==> config.mk <==
export PLATFORM = sky130hd
export DESIGN_NAME = rx_align_ctl
export DESIGN_NICKNAME = d
export VERILOG_FILES = /design/src/verilog/rx_align_ctl.v
export VERILOG_INCLUDE_DIRS = /design/src /design/src/inc
export SDC_FILE = /design/constraint.sdc
export NUM_CORES = 1
export LEC_CHECK = 0
export BUFFER_PORTS_ARGS = -buffer_cell sky130_fd_sc_hd__buf_2
export CAP_MARGIN = 20
export CORE_AREA = 3 3 261 263
export CTS_CLUSTER_SIZE = 28
export DETAILED_ROUTE_END_ITERATION = 16
export DIE_AREA = 0 0 264 266
export GPL_TIMING_DRIVEN = 0
export PLACE_DENSITY = 0.88
export SLEW_MARGIN = 10
export SYNTH_ARGS = -nofsm -noshare
export SYNTH_HDL_FRONTEND = slang
export SYNTH_SLANG_ARGS = --single-unit
==> constraint.sdc <==
create_clock -name clk -period 5.75 [get_ports clk]
set_input_delay 1.15 -clock clk [delete_from_list [all_inputs] [get_ports clk]]
set_output_delay 1.15 -clock clk [all_outputs]
set_load 0.02 [all_outputs]
==> src/inc/rx_align_regs.vh <==
`ifndef RX_ALIGN_REGS_VH
`define RX_ALIGN_REGS_VH

// ********************************
// Register offsets
// ********************************
`define CREG_CTL        8'h00
`define CREG_ELASTIC    8'h85
`define QREG_ALIGN_EN   8'h04
`define QREG_MODE       8'h05
`define QREG_WATERMARK  8'h0d
`define QREG_SKIP_CFG   8'h0e
`define QREG_SKIP_LO    8'h12
`define QREG_SKIP_HI    8'h13
`define QREG_ALIGN_STAT 8'h82
`define QREG_SYNC_STAT  8'h84
// Address bit that selects the channel register space
`define ADDR_CHAN_BIT   10

// ********************************
// Field positions
// ********************************
`define CTL_LOOP_BIT    5
`define CTL_SYNC_BIT    7
`define EL_URUN_BIT     6
`define EL_ORUN_BIT     7
`define AST_01_BIT      2
`define AST_23_BIT      3
`define SYNC_STAT_LSB   4
`define ALIGN_EN_LSB    4
`define GAP_BIT_FIRST   6
`define GAP_BIT_SECOND  7
`define MODE_FOUR_BIT   0

// ********************************
// Reset values
// ********************************
`define CTL_RST         8'h00
`define ALIGN_EN_RST    8'h00
`define MODE_RST        8'h00
`define WATERMARK_RST   8'h97
`define SKIP_CFG_RST    8'h00
`define SKIP_LO_RST     8'hfd
`define SKIP_HI_RST     8'h01

// ********************************
// Code-groups and counts
// ********************************
`define CODE_A          8'hfb
`define CODE_K          8'hbc
`define CODE_R          8'hfd
`define CODE_IDLE       8'h07
`define CODE_VIOL       8'hee
`define FIFO_DEPTH      5'd16
`define SYNC_COMMAS     3'd4
`define MAX_SKEW        4'd8
`define GAP_MAX         3'd7

// ********************************
// Timing
// ********************************
`define CLK_PERIOD_NS   20
`define REF_PERIOD_NS   160

`endif

==> src/verilog/rx_align_ctl.v <==
// Behaviour
// - Skips added or removed only, never packet data
// - Sixteen-byte elastic buffer per channel
// - Underrun flag per channel, status bit 6
// - Overrun flag per channel, status bit 7
// - Config bits 6,7 select gap multiplier
// - Minimum gap equals pattern length times multiplier
// - No deletion before minimum gap seen
// - A, K, R idles become 0x07 control on rxData
// - Far-end loopback returns data to transmit
// - Sync enable change forces no-sync state
// - Quad bits 4-7 enable aligner, reversed order
// - Resync resets aligner and FIFO control
// - Link-sync status pins, quad status bits 4-7
// - Aligned outputs mirror quad status bits 2,3
// - Aligner deskews lanes into 2x/4x links
// - Every control pin but resync01/resync23 has register equivalent
// - Control indication marks control bytes
//
// The implementer's own choice: the strobed register port.
`timescale 1ns/1ps
`include "rx_align_regs.vh"

module rx_align_ctl (
  input  wire        clk,
  input  wire        sys_rst,
  input  wire [10:0] regAddr,
  input  wire [7:0]  regWrData,
  input  wire        regWr,
  input  wire        regRd,
  output reg  [7:0]  regRdData,
  input  wire [3:0]  linkClk,
  input  wire [31:0] linkData,
  input  wire [3:0]  linkCtl,
  output reg  [31:0] rxData,
  output reg  [3:0]  rxCtl,
  output reg  [3:0]  rxValid,
  output reg  [31:0] loopData,
  output reg  [3:0]  loopCtl,
  output reg  [3:0]  loopValid,
  input  wire [3:0]  farLoop,
  input  wire [3:0]  syncEnable,
  input  wire [3:0]  alignEnable,
  input  wire        resync01,
  input  wire        resync23,
  output reg  [3:0]  syncStatus,
  output reg         aligned01,
  output reg         aligned23,
  output reg  [3:0]  underrun,
  output reg  [3:0]  overrun
);

  // ********************************
  // Constants and helpers
  // ********************************
  localparam integer REF_DIV  = `REF_PERIOD_NS / `CLK_PERIOD_NS;
  localparam integer DIV_END  = REF_DIV - 1;
  localparam [3:0]   DIV_LAST = DIV_END[3:0];

  // Flat memory index of a channel's buffer slot
  function [5:0] memIdx;
    input [1:0] ch;
    input [3:0] ptr;
    begin
      memIdx = {ch, ptr};
    end
  endfunction

  // Idle converter: randomized idles become the idle character
  function [8:0] idleConv;
    input [8:0] cw;
    begin
      if (cw[8] && (cw[7:0] == `CODE_A || cw[7:0] == `CODE_K || cw[7:0] == `CODE_R)) begin
        idleConv = {1'b1, `CODE_IDLE};
      end else begin
        idleConv = cw;
      end
    end
  endfunction

  // ********************************
  // State
  // ********************************
  reg [7:0] chanCtl_q [0:3];
  reg [7:0] alignEnReg_q;
  reg [7:0] modeReg_q;
  reg [7:0] watermark_q;
  reg [7:0] skipCfg_q;
  reg [7:0] skipLo_q;
  reg [7:0] skipHi_q;

  reg [8:0] fifoMem [0:63];
  reg [4:0] wrPtr_q [0:3];
  reg [4:0] rdPtr_q [0:3];
  reg [2:0] gapCnt_q [0:3];
  reg [2:0] commaCnt_q [0:3];
  reg [3:0] waitCnt_q [0:3];
  reg [7:0] syncPrev_q;

  reg [3:0]  lclkS1_q, lclkS2_q, lclkS3_q;
  reg [31:0] ldatS1_q, ldatS2_q;
  reg [3:0]  lctlS1_q, lctlS2_q;
  reg [1:0]  rsyS1_q, rsyS2_q;
  reg [3:0]  divCnt_q;

  // ********************************
  // Per-channel decisions
  // ********************************
  wire       fourLane = modeReg_q[`MODE_FOUR_BIT];
  wire [3:0] hiMark   = watermark_q[7:4];
  wire [3:0] loMark   = watermark_q[3:0];
  wire       slot     = (divCnt_q == DIV_LAST);
  wire [3:0] wrEv     = lclkS3_q & ~lclkS2_q; // Falling edge: data is mid-bit
  wire [3:0] grp01    = fourLane ? 4'hf : 4'h3;
  wire [3:0] grp23    = fourLane ? 4'h0 : 4'hc;
  wire       rsy01    = rsyS2_q[0];
  wire       rsy23    = rsyS2_q[1] & ~fourLane;
  wire [3:0] rsyCh    = (rsy01 ? grp01 : 4'h0) | (rsy23 ? 4'hc : 4'h0);

  reg [2:0] minGap;
  reg [3:0] syncEff, syncReg, loopEff, alignEff, nonEmpty, headA, okA, grpAll, hold, pop, del, isFull;
  reg [8:0] head [0:3];
  reg [8:0] inWord [0:3];
  reg [4:0] fill [0:3];
  reg       all01, all23;
  integer   c;

  // Buffer fill, skip decisions and aligner hold
  always @* begin
    // Only a pattern length of one byte exists here, so gap = multiplier
    minGap = {1'b0, skipCfg_q[`GAP_BIT_FIRST], skipCfg_q[`GAP_BIT_SECOND]} + 3'd1;
    for (c = 0; c < 4; c = c + 1) begin
      syncReg[c]  = chanCtl_q[c][`CTL_SYNC_BIT];
      syncEff[c]  = syncEnable[c] | syncReg[c];
      loopEff[c]  = farLoop[c] | chanCtl_q[c][`CTL_LOOP_BIT];
      alignEff[c] = alignEnable[c] | alignEnReg_q[`ALIGN_EN_LSB + 3 - c];
      fill[c]     = wrPtr_q[c] - rdPtr_q[c];
      nonEmpty[c] = (fill[c] != 5'd0);
      isFull[c]   = (fill[c] == `FIFO_DEPTH);
      head[c]     = fifoMem[memIdx(c[1:0], rdPtr_q[c][3:0])];
      inWord[c]   = {lctlS2_q[c], ldatS2_q[8*c +: 8]};
      headA[c]    = head[c][8] && (head[c][7:0] == `CODE_A);
      okA[c]      = headA[c] & nonEmpty[c];
      // Skip bytes only may be dropped, and only after a full gap
      del[c] = (inWord[c] == {skipHi_q[0], skipLo_q}) && (fill[c] > {1'b0, hiMark}) &&
               (gapCnt_q[c] >= minGap);
    end
    all01 = &(okA | ~(alignEff & grp01));
    all23 = &(okA | ~(alignEff & grp23));
    for (c = 0; c < 4; c = c + 1) begin
      grpAll[c] = grp01[c] ? all01 : all23;
      // A lane that reaches its align column early waits for the others
      hold[c] = alignEff[c] & okA[c] & ~grpAll[c] & (waitCnt_q[c] != `MAX_SKEW);
      // Below the low mark a skip at the head is read again until the fill reaches the mark
      pop[c] = nonEmpty[c] & ~hold[c] &
               ~((head[c] == {skipHi_q[0], skipLo_q}) && (fill[c] < {1'b0, loMark}));
    end
  end

  // ********************************
  // Input synchronisers and divider
  // ********************************
  // Link pins come from the recovered clock, resync is asynchronous
  always @(posedge clk) begin
    if (sys_rst) begin
      lclkS1_q <= 4'h0;
      lclkS2_q <= 4'h0;
      lclkS3_q <= 4'h0;
      ldatS1_q <= 32'h0;
      ldatS2_q <= 32'h0;
      lctlS1_q <= 4'h0;
      lctlS2_q <= 4'h0;
      rsyS1_q  <= 2'h0;
      rsyS2_q  <= 2'h0;
      divCnt_q <= 4'h0;
    end else begin
      lclkS1_q <= linkClk;
      lclkS2_q <= lclkS1_q;
      lclkS3_q <= lclkS2_q;
      ldatS1_q <= linkData;
      ldatS2_q <= ldatS1_q;
      lctlS1_q <= linkCtl;
      lctlS2_q <= lctlS1_q;
      rsyS1_q  <= {resync23, resync01};
      rsyS2_q  <= rsyS1_q;
      divCnt_q <= slot ? 4'h0 : divCnt_q + 4'h1;
    end
  end

  // ********************************
  // Elastic buffers, link sync, aligner
  // ********************************
  integer i;

  // Write side on link edges, read side on reference slots
  always @(posedge clk) begin
    if (sys_rst) begin
      for (i = 0; i < 4; i = i + 1) begin
        wrPtr_q[i]    <= 5'd0;
        rdPtr_q[i]    <= 5'd0;
        gapCnt_q[i]   <= 3'd0;
        commaCnt_q[i] <= 3'd0;
        waitCnt_q[i]  <= 4'd0;
      end
      syncPrev_q <= 8'h00;
      syncStatus <= 4'h0;
      rxData     <= 32'h0;
      rxCtl      <= 4'h0;
      rxValid    <= 4'h0;
      loopData   <= 32'h0;
      loopCtl    <= 4'h0;
      loopValid  <= 4'h0;
      underrun   <= 4'h0;
      overrun    <= 4'h0;
      aligned01  <= 1'b0;
      aligned23  <= 1'b0;
    end else begin
      syncPrev_q <= {syncReg, syncEnable};
      rxValid    <= {4{slot}};
      loopValid  <= {4{slot}} & loopEff;
      for (i = 0; i < 4; i = i + 1) begin
        // Sticky flags clear on a status read; a new event wins
        if (regRd && regAddr[`ADDR_CHAN_BIT] && regAddr[9:8] == i[1:0] &&
            regAddr[7:0] == `CREG_ELASTIC) begin
          underrun[i] <= 1'b0;
          overrun[i]  <= 1'b0;
        end
        // Link state: an edge on the pin or the register bit restarts, even if the other holds the enable
        if ({syncReg[i], syncEnable[i]} != {syncPrev_q[4 + i], syncPrev_q[i]} || !syncEff[i]) begin
          commaCnt_q[i] <= 3'd0;
          syncStatus[i] <= 1'b0;
        end else if (wrEv[i]) begin
          if (inWord[i] == {1'b1, `CODE_VIOL}) begin
            commaCnt_q[i] <= 3'd0;
            syncStatus[i] <= 1'b0;
          end else if (inWord[i] == {1'b1, `CODE_K} && commaCnt_q[i] != `SYNC_COMMAS) begin
            commaCnt_q[i] <= commaCnt_q[i] + 3'd1;
            syncStatus[i] <= (commaCnt_q[i] + 3'd1 == `SYNC_COMMAS);
          end
        end
        // Write side
        if (wrEv[i]) begin
          if (!inWord[i][8]) begin
            gapCnt_q[i] <= 3'd0;
          end else if (gapCnt_q[i] != `GAP_MAX) begin
            gapCnt_q[i] <= gapCnt_q[i] + 3'd1;
          end
          if (!del[i]) begin
            if (isFull[i]) begin
              overrun[i] <= 1'b1;
            end else begin
              fifoMem[memIdx(i[1:0], wrPtr_q[i][3:0])] <= inWord[i];
              wrPtr_q[i] <= wrPtr_q[i] + 5'd1;
            end
          end
        end
        // Read side; an empty buffer gives idle and flags underrun
        if (slot) begin
          if (nonEmpty[i]) begin
            {rxCtl[i], rxData[8*i +: 8]} <= idleConv(head[i]);
            {loopCtl[i], loopData[8*i +: 8]} <= head[i];
          end else begin
            {rxCtl[i], rxData[8*i +: 8]} <= {1'b1, `CODE_IDLE};
            {loopCtl[i], loopData[8*i +: 8]} <= {1'b1, `CODE_IDLE};
            underrun[i] <= 1'b1;
          end
          if (pop[i]) begin
            rdPtr_q[i] <= rdPtr_q[i] + 5'd1;
          end
          waitCnt_q[i] <= hold[i] ? waitCnt_q[i] + 4'd1 : 4'd0;
        end
        // Resync drops buffered bytes and aligner wait of its lanes
        if (rsyCh[i]) begin
          wrPtr_q[i]   <= 5'd0;
          rdPtr_q[i]   <= 5'd0;
          waitCnt_q[i] <= 4'd0;
        end
      end
      // Alignment status per lane group
      if (rsy01 || ((alignEff & grp01 & ~syncStatus) != 4'h0)) begin
        aligned01 <= 1'b0;
      end else if (slot && all01 && ((alignEff & grp01) != 4'h0)) begin
        aligned01 <= 1'b1;
      end
      if (fourLane || rsy23 || ((alignEff & grp23 & ~syncStatus) != 4'h0)) begin
        aligned23 <= 1'b0;
      end else if (slot && all23 && ((alignEff & grp23) != 4'h0)) begin
        aligned23 <= 1'b1;
      end
    end
  end

  // ********************************
  // Register file
  // ********************************
  integer k;

  // Software writes
  always @(posedge clk) begin
    if (sys_rst) begin
      for (k = 0; k < 4; k = k + 1) begin
        chanCtl_q[k] <= `CTL_RST;
      end
      alignEnReg_q <= `ALIGN_EN_RST;
      modeReg_q    <= `MODE_RST;
      watermark_q  <= `WATERMARK_RST;
      skipCfg_q    <= `SKIP_CFG_RST;
      skipLo_q     <= `SKIP_LO_RST;
      skipHi_q     <= `SKIP_HI_RST;
    end else if (regWr) begin
      if (regAddr[`ADDR_CHAN_BIT]) begin
        if (regAddr[7:0] == `CREG_CTL) begin
          chanCtl_q[regAddr[9:8]] <= regWrData;
        end
      end else begin
        case (regAddr[7:0])
          `QREG_ALIGN_EN:  alignEnReg_q <= regWrData;
          `QREG_MODE:      modeReg_q    <= regWrData;
          `QREG_WATERMARK: watermark_q  <= regWrData;
          `QREG_SKIP_CFG:  skipCfg_q    <= regWrData;
          `QREG_SKIP_LO:   skipLo_q     <= regWrData;
          `QREG_SKIP_HI:   skipHi_q     <= regWrData;
          default:         skipHi_q     <= skipHi_q;
        endcase
      end
    end
  end

  reg [7:0] rdMux;

  // Read decode; unmapped offsets read zero
  always @* begin
    rdMux = 8'h00;
    if (regAddr[`ADDR_CHAN_BIT]) begin
      case (regAddr[7:0])
        `CREG_CTL:     rdMux = chanCtl_q[regAddr[9:8]];
        `CREG_ELASTIC: begin
          rdMux[`EL_URUN_BIT] = underrun[regAddr[9:8]];
          rdMux[`EL_ORUN_BIT] = overrun[regAddr[9:8]];
        end
        default:       rdMux = 8'h00;
      endcase
    end else begin
      case (regAddr[7:0])
        `QREG_ALIGN_EN:   rdMux = alignEnReg_q;
        `QREG_MODE:       rdMux = modeReg_q;
        `QREG_WATERMARK:  rdMux = watermark_q;
        `QREG_SKIP_CFG:   rdMux = skipCfg_q;
        `QREG_SKIP_LO:    rdMux = skipLo_q;
        `QREG_SKIP_HI:    rdMux = skipHi_q;
        `QREG_ALIGN_STAT: begin
          rdMux[`AST_01_BIT] = aligned01;
          rdMux[`AST_23_BIT] = aligned23;
        end
        `QREG_SYNC_STAT:  rdMux[`SYNC_STAT_LSB +: 4] = syncStatus;
        default:          rdMux = 8'h00;
      endcase
    end
  end

  // Read data stands the cycle after the strobe
  always @(posedge clk) begin
    if (sys_rst) begin
      regRdData <= 8'h00;
    end else begin
      regRdData <= regRd ? rdMux : 8'h00;
    end
  end

endmodule

==> flow_summary.toml, run 1 <==
[sta]
timing_max_transition_violations_final = 0
layout_worst_path_cycle_share_pct = 98.1
timing.hold.ws_ns = 0.438
max_slew_margin_pct = 14.6
setup-violations-final = 0
worst_pin_slew_ns = 1.28
final.min_clock_period_ns = 5.64
skew_ns = 0.0436
unrepaired_setup_endpoints_after_global_routing = "yes"
hold_viol = 0
timing.fmax_ghz = 0.177

[global_route]
grt_start_max_net_pins = 21
grt_first_pass_wirelength_um = 169000
first_global_vias = 27100
initial_antenna_violation_count = 6
groute.usage.overall_pct = 32.4
global_route.overflow_total = 0

[pwr]
combPwrFrac_pct = 6.0
fraction_of_power_spent_switching_nets_pct = 22.9
total_switching_power_w = 0.00338
power_frac_seq_pct = 49.9
power_density_mw_per_mm2 = 327
intPower_w = 0.0114
vdd_ir_drop_max_mv = 0.251
static-leakage-power_nw = 16.4
pwr-share-clk_pct = 44.2
report.power.total_w = 0.0148

[floorplan]
die_w_um = 264
fp-row-count = 94
io_pins = 179
floorplan.initialDensity_pct = 60.0
die_height_um = 266
fp.coreArea_sq_mm = 0.0659
die-area_sq_mm = 0.0702

[place]
place.detailed.hpwl_um = 76400
portBuffers = 168
gp_congestion = 0.954

[clock_network]
cts_htree_levels = 3
ctsRootBufferMaster = "sky130_fd_sc_hd__clkbuf_16"
cts_setup_buffers = 0
clock-sinks = 931
clock_tree_from_tritoncts = "done"
worst_skew_pair.late_latency_ns = 0.67
worst_setup_hold_path_clk_slew_ns = 0.07
cts.path.max_buffers = 3
cts_hold_repair.buffers = 0
cts_inserted_buffers = 92

[critical_path]
reg2regPathDepth = 15
slowest_stage = "sky130_fd_sc_hd__nor2_1"
worst-endpoint-required_ns = 6.00
critical_path.startpoint_type = "register"
critical_path_peak_fanout = 9
type_of_element_capturing_the_critical_path = "register"
delay_of_the_slowest_critical_path_stage_ns = 1.00
crit_chain = "clkbuf_1, inv_1, ha_1, inv_2, fa_1, ha_1, nor2b_1, o21a_1, o21a_1, o21ai_0, a21oi_1, nor4_1, and2_1, nand2b_1, nor2_1"
timing_worst_setup_path_type = "register to register"
worstPathArrival_ns = 5.89

[drt]
routed_wire_length_um = 115000
vias_per_cell = 6.67
num_vias = 26400
route.antenna.remaining_nets = 0
detail_route.wl_per_cell_um = 29.1
detail_route.drc_violations = 0
drt_iter0_drc = 3800
drt_first_pass_iters = 8

[synthesis]
synth_enable_flop_cells = 688
synth_cells = 2709
syn-num-nets = 2892
synth_top_family_by_area = "multiplexers"
post_synth_xor_area_fraction_pct = 2.84
synthFlopType = "sky130_fd_sc_hd__edfxtp_1"
mean_instance_size_in_the_synthesized_netlist_sq_um = 14.6
synth.cell_area_sq_mm = 0.0395
area_share_of_fa_ha_maj_cells_after_synthesis_pct = 3.43
synth_warnings = 0
synthSimpleGateAreaFrac_pct = 10.4
synth-seq-cells = 931
yosysSeqAreaShare_pct = 64.6
yosys-mux-area-fraction_pct = 10.8
compound_gate_fraction_of_synth_area_pct = 5.54
number_of_unique_standard_cell_types_used_by_synthesis = 79
postSynth.asyncResetShare_pct = 0

[final_layout]
post_route_cells_drive_above_1_share_pct = 19.9
ff_latch_area_sq_mm = 0.0255
area_used_by_multi_input_combinational_logic_sq_mm = 0.0132
fill_cells = 4108
final_nets = 3187
areaGrowthSynthToFinish_pct = 14.4

[flow_run]
max_capacitance_violation_total = 0

[min_path]
worstHoldPathType = "register to register"
worst_hold_path.num_cells = 1

[status]
run_status = "finished, final reports clean"
## area by class of cell
type | instances | share of cell area (%)
antenna | 3 | 0.0166
buffer | 134 | 1.46
clock buffer | 113 | 5.70
clock inverter | 61 | 1.64
inverter | 78 | 0.648
multi-input combinational | 1566 | 29.1
sequential | 931 | 56.5
tap | 864 | 2.39
timing repair buffer | 201 | 2.56
## worst max-delay path, delay by kind of cell, from the launching register on
kind            cells  cell delay [ns]
simple gates        5             2.36
fa+ha+maj           3             1.03
buf+inv             3             0.73
compound gates      4             0.71
flops               1             0.40
## cell usage in the layout, fill, tap and decap left out, types with 22 or more instances in the layout
cell / n
sky130_fd_sc_hd__xor2_1: 63
sky130_fd_sc_hd__a22oi_1: 24
sky130_fd_sc_hd__xnor2_1: 65
sky130_fd_sc_hd__and2_1: 53
sky130_fd_sc_hd__buf_4: 34
sky130_fd_sc_hd__buf_2: 189
sky130_fd_sc_hd__mux2i_1: 82
sky130_fd_sc_hd__nand2_1: 127
sky130_fd_sc_hd__nand3_1: 71
sky130_fd_sc_hd__nor2_1: 192
sky130_fd_sc_hd__clkbuf_1: 81
sky130_fd_sc_hd__and3_1: 40
sky130_fd_sc_hd__a21oi_1: 70
sky130_fd_sc_hd__inv_1: 71
sky130_fd_sc_hd__ha_1: 102
sky130_fd_sc_hd__mux4_2: 147
sky130_fd_sc_hd__edfxtp_1: 688
sky130_fd_sc_hd__nor3_1: 24
sky130_fd_sc_hd__nand2b_1: 33
sky130_fd_sc_hd__nor4_1: 22
sky130_fd_sc_hd__a22o_1: 40
sky130_fd_sc_hd__o21ai_0: 33
sky130_fd_sc_hd__nor2b_1: 129
sky130_fd_sc_hd__dfxtp_1: 243
sky130_fd_sc_hd__clkbuf_16: 95
## final timing paths
kind	startpoint	end	slack, ns
max	wrPtr_q[0][0]	fifoMem[1][2]	0.11
min	ldatS1_q[21]	ldatS2_q[21]	0.44
max reg2reg	wrPtr_q[0][0]	fifoMem[1][2]	0.11
min reg2reg	ldatS1_q[21]	ldatS2_q[21]	0.44
## cell usage after synthesis (all sizes together), types with 40 or more instances
cell type / count / area (sq um)
edfxtp: 688 / 20700
dfxtp: 243 / 4860
nor2: 195 / 734
mux4: 147 / 3310
nor2b: 129 / 807
nand2: 127 / 477
ha: 102 / 1280
mux2i: 82 / 821
clkbuf: 77 / 289
a21oi: 74 / 415
inv: 73 / 274
nand3: 71 / 355
xnor2: 65 / 569
xor2: 63 / 552
buf: 57 / 369
and2: 54 / 338
nor3: 44 / 220
a22o: 40 / 350
and3: 40 / 250
o21ai: 40 / 200
## flip-flops by register name, indices dropped and copies added, names as in the netlist, 8 cells and up
| signal | cells |
|---|---|
| waitCnt_q | 16 |
| skipLo_q | 8 |
| gapCnt_q | 12 |
| ldatS1_q | 32 |
| commaCnt_q | 12 |
| alignEnReg_q | 8 |
| fifoMem | 576 |
| rdPtr_q | 20 |
| rxData | 32 |
| modeReg_q | 8 |
| chanCtl_q | 32 |
| syncPrev_q | 8 |
| ldatS2_q | 32 |
| wrPtr_q | 20 |
| loopData | 32 |
| skipHi_q | 8 |
| watermark_q | 8 |
| regRdData | 8 |
| skipCfg_q | 8 |
## stage by stage
step                      util [%]  instances  cell area, sq um  setup WS [ns]  setup TNS (ns)
after floorplan                  -       2709             39500           1.28               0
after detailed placement      63.4       3765             41800          0.374               0
after global routing          68.6       3949             45200        -0.0834           -1.01
final                         68.6       3951             45200          0.107               0
after global placement        62.9       3741             41400        -0.0731          -0.759
after CTS                     68.5       3939             45100          0.220               0
## power groups by stage
stage	logic, W	registers (W)	clock network (W)
after CTS	0.000851	0.00737	0.00652
after global placement	0.000780	0.00750	0
after detailed placement	0.000828	0.00751	0
after floorplan	0.000560	0.00747	0
final	0.000880	0.00737	0.00652
after global routing	0.000928	0.00738	0.00679
## cells by family after synthesis
family | count (synthesis)
AOI/OAI and AO/OA | 305
xor gates and xnor gates | 128
adders and majority gates | 106
buffers and inverters | 212
DFF | 931
muxes | 240
and+or+nand+nor | 787
## routing by layer
layer / routed length, um / share of wire [%] / track usage (%) / vias to the layer above
li1: - / - / - / 10800
met1: 38200 / 33 / 39.3 / 13000
met5: 25 / 0.022 / 0 / -
met4: 7960 / 6.9 / 19.7 / 4
met2: 54000 / 47 / 51.5 / 2062
met3: 14900 / 13 / 9.71 / 517
## what timing repair did
action / in CTS / in global routing
setup endpoints to repair: 0 / 36
hold endpoints to repair: 0 / 0
resized for setup: 0 / 2
Power figures use the tool's default switching activity.
==> inputs of run 2 (changes only) <==
--- a/config.mk
+++ b/config.mk
@@ -8,10 +8,10 @@
 export LEC_CHECK = 0
 export BUFFER_PORTS_ARGS = -buffer_cell sky130_fd_sc_hd__buf_2
 export CAP_MARGIN = 20
-export CORE_AREA = 3 3 261 263
+export CORE_AREA = 3 3 221 310
 export CTS_CLUSTER_SIZE = 28
 export DETAILED_ROUTE_END_ITERATION = 16
-export DIE_AREA = 0 0 264 266
+export DIE_AREA = 0 0 224 313
 export GPL_TIMING_DRIVEN = 0
 export PLACE_DENSITY = 0.88
 export SLEW_MARGIN = 10
==> run 2 against run 1 <==
  * Sequential power hardly changed
  * Cell count is 1.2% lower
  * Critical path type unchanged
  * Combinational power is 3.0% lower
  * Sequential cell count stayed put
  * Hold slack worse by 0.0033 ns
==> flow_summary.toml, run 2 (synthesized netlist as in run 1, its figures left out) <==
[floorplan]
die_height_um = 313
fp.coreArea_sq_mm = 0.0657
fp-row-count = 111
floorplan.initialDensity_pct = 60.1
die-area_sq_mm = 0.0701
io_pins = 179
die_w_um = 224

[pwr]
fraction_of_power_spent_switching_nets_pct = 22.7
static-leakage-power_nw = 16.0
total_switching_power_w = 0.00313
power_density_mw_per_mm2 = 310
combPwrFrac_pct = 6.2
pwr-share-clk_pct = 40.3
vdd_ir_drop_max_mv = 0.290
intPower_w = 0.0106
power_frac_seq_pct = 53.5

[clock_network]
worst_skew_pair.late_latency_ns = 0.68
clock_tree_from_tritoncts = "done"
cts.path.max_buffers = 3
ctsRootBufferMaster = "sky130_fd_sc_hd__clkbuf_16"
worst_setup_hold_path_clk_slew_ns = 0.06
clock-sinks = 931
cts_htree_levels = 3
cts_setup_buffers = 0
cts_inserted_buffers = 83

[drt]
drt_first_pass_iters = 8
route.antenna.remaining_nets = 0
drt_iter0_drc = 3314
num_vias = 25700
vias_per_cell = 6.58
detail_route.drc_violations = 0
routed_wire_length_um = 109000
detail_route.wl_per_cell_um = 28.0

[status]
run_status = "finished, final reports clean"

[sta]
unrepaired_setup_endpoints_after_global_routing = "yes"
final.min_clock_period_ns = 5.61
hold_viol = 0
layout_worst_path_cycle_share_pct = 97.5
skew_ns = 0.0411
timing.fmax_ghz = 0.178
setup-violations-final = 0
max_slew_margin_pct = 17.1
timing_max_transition_violations_final = 0
worst_pin_slew_ns = 1.24

[critical_path]
timing_worst_setup_path_type = "register to register"
worst-endpoint-required_ns = 6.03
r2r_slack_ns = 0.14
critical_path.startpoint_type = "register"
worstPathArrival_ns = 5.89
type_of_element_capturing_the_critical_path = "register"
critical_path_peak_fanout = 11

[global_route]
grt_start_max_net_pins = 21
initial_antenna_violation_count = 4
groute.usage.overall_pct = 30.9
first_global_vias = 26300
global_route.overflow_total = 0
grt_first_pass_wirelength_um = 161000

[final_layout]
mostFrequentLayoutCell = "sky130_fd_sc_hd__edfxtp_1"
final_nets = 3164
largest_reg_flops = 576
areaGrowthSynthToFinish_pct = 12.5
commonest_non_fill_non_tap_cells_in_the_layout = "sky130_fd_sc_hd__edfxtp_1 (688), sky130_fd_sc_hd__dfxtp_1 (243), sky130_fd_sc_hd__buf_2 (189), sky130_fd_sc_hd__nor2_1 (189), sky130_fd_sc_hd__mux4_2 (147)"
finish.cell_count_without_fillers = 3902
fill_cells = 4170
post_route_cells_drive_above_1_share_pct = 18.8
ff_latch_area_sq_mm = 0.0255
final_core_utilization_pct = 67.6
area_used_by_multi_input_combinational_logic_sq_mm = 0.0132

[place]
gp_congestion = 0.927
placed_cells_incl_taps = 3739
portBuffers = 168
place.detailed.hpwl_um = 75400

[flow_run]
max_capacitance_violation_total = 0

[min_path]
worstHoldPathType = "register to register"
-- run 2: worst paths after layout --
path                 start             end  cells after the start
max          rdPtr_q[1][1]  fifoMem[29][5]                     14
min           ldatS1_q[11]    ldatS2_q[11]                      1
max reg2reg  rdPtr_q[1][1]  fifoMem[29][5]                     14
min reg2reg   ldatS1_q[11]    ldatS2_q[11]                      1
-- run 2: power groups by stage --
stage	combinational (W)	sequential [W]	clock [W]
2_1_floorplan	0.000560	0.00747	0
3_3_place_gp	0.000774	0.00750	0
3_5_place_dp	0.000820	0.00751	0
4_1_cts	0.000836	0.00737	0.00554
5_1_grt	0.000908	0.00738	0.00581
6_report	0.000854	0.00737	0.00554
-- run 2: stage by stage --
stage / cell area [sq um] / TNS (ns) / setup WS (ns) / hold WS (ns) / power [W]
after detailed placement: 41700 / 0 / 0.359 / 0.420 / 0.00833
final: 44400 / 0 / 0.141 / 0.434 / 0.0138
after global placement: 41400 / -0.675 / -0.0452 / 0.418 / 0.00827
after floorplan: 39500 / 0 / 1.28 / 0.414 / 0.00803
after global routing: 44400 / -1.70 / -0.0989 / 0.453 / 0.0141
after CTS: 44400 / 0 / 0.286 / 0.436 / 0.0137
-- run 2: cell type report --
cell class,count,share of cell area (%)
Sequential cell,931,57.4
Multi-Input combinational cell,1566,29.6
Clock buffer,110,5.23
Tap cell,847,2.39
Timing Repair Buffer,187,2.29
Buffer,134,1.48
Clock inverter,44,0.839
Inverter,78,0.659
Antenna cell,5,0.0282
-- run 2: layer usage --
metal	up-vias	GRT usage [%]	wire length [um]
met1	12600	34.7	35100
met3	561	6.99	10900
met4	2	22.4	9880
li1	10700	-	-
met2	1751	51.9	53400
met5	-	0	9
-- run 2: critical path: stages, from the launching register on --
cell and delay, ns:
sky130_fd_sc_hd__edfxtp_1 0.50, sky130_fd_sc_hd__inv_1 0.16, sky130_fd_sc_hd__clkbuf_1 0.69, sky130_fd_sc_hd__ha_1 0.36, sky130_fd_sc_hd__a21o_1 0.18, sky130_fd_sc_hd__a21oi_1 0.17
sky130_fd_sc_hd__xnor2_1 0.28, sky130_fd_sc_hd__ha_1 0.35, sky130_fd_sc_hd__o21a_1 0.11, sky130_fd_sc_hd__o21ai_0 0.21, sky130_fd_sc_hd__a21oi_1 0.15, sky130_fd_sc_hd__nor4_1 0.79
sky130_fd_sc_hd__nor2b_1 0.30, sky130_fd_sc_hd__nand2_1 0.16, sky130_fd_sc_hd__nor2_1 0.82
-- run 2: timing repair --
action	CTS	global route
setup endpoints to repair	0	95
hold buffers	0	0
gates resized for setup	0	6
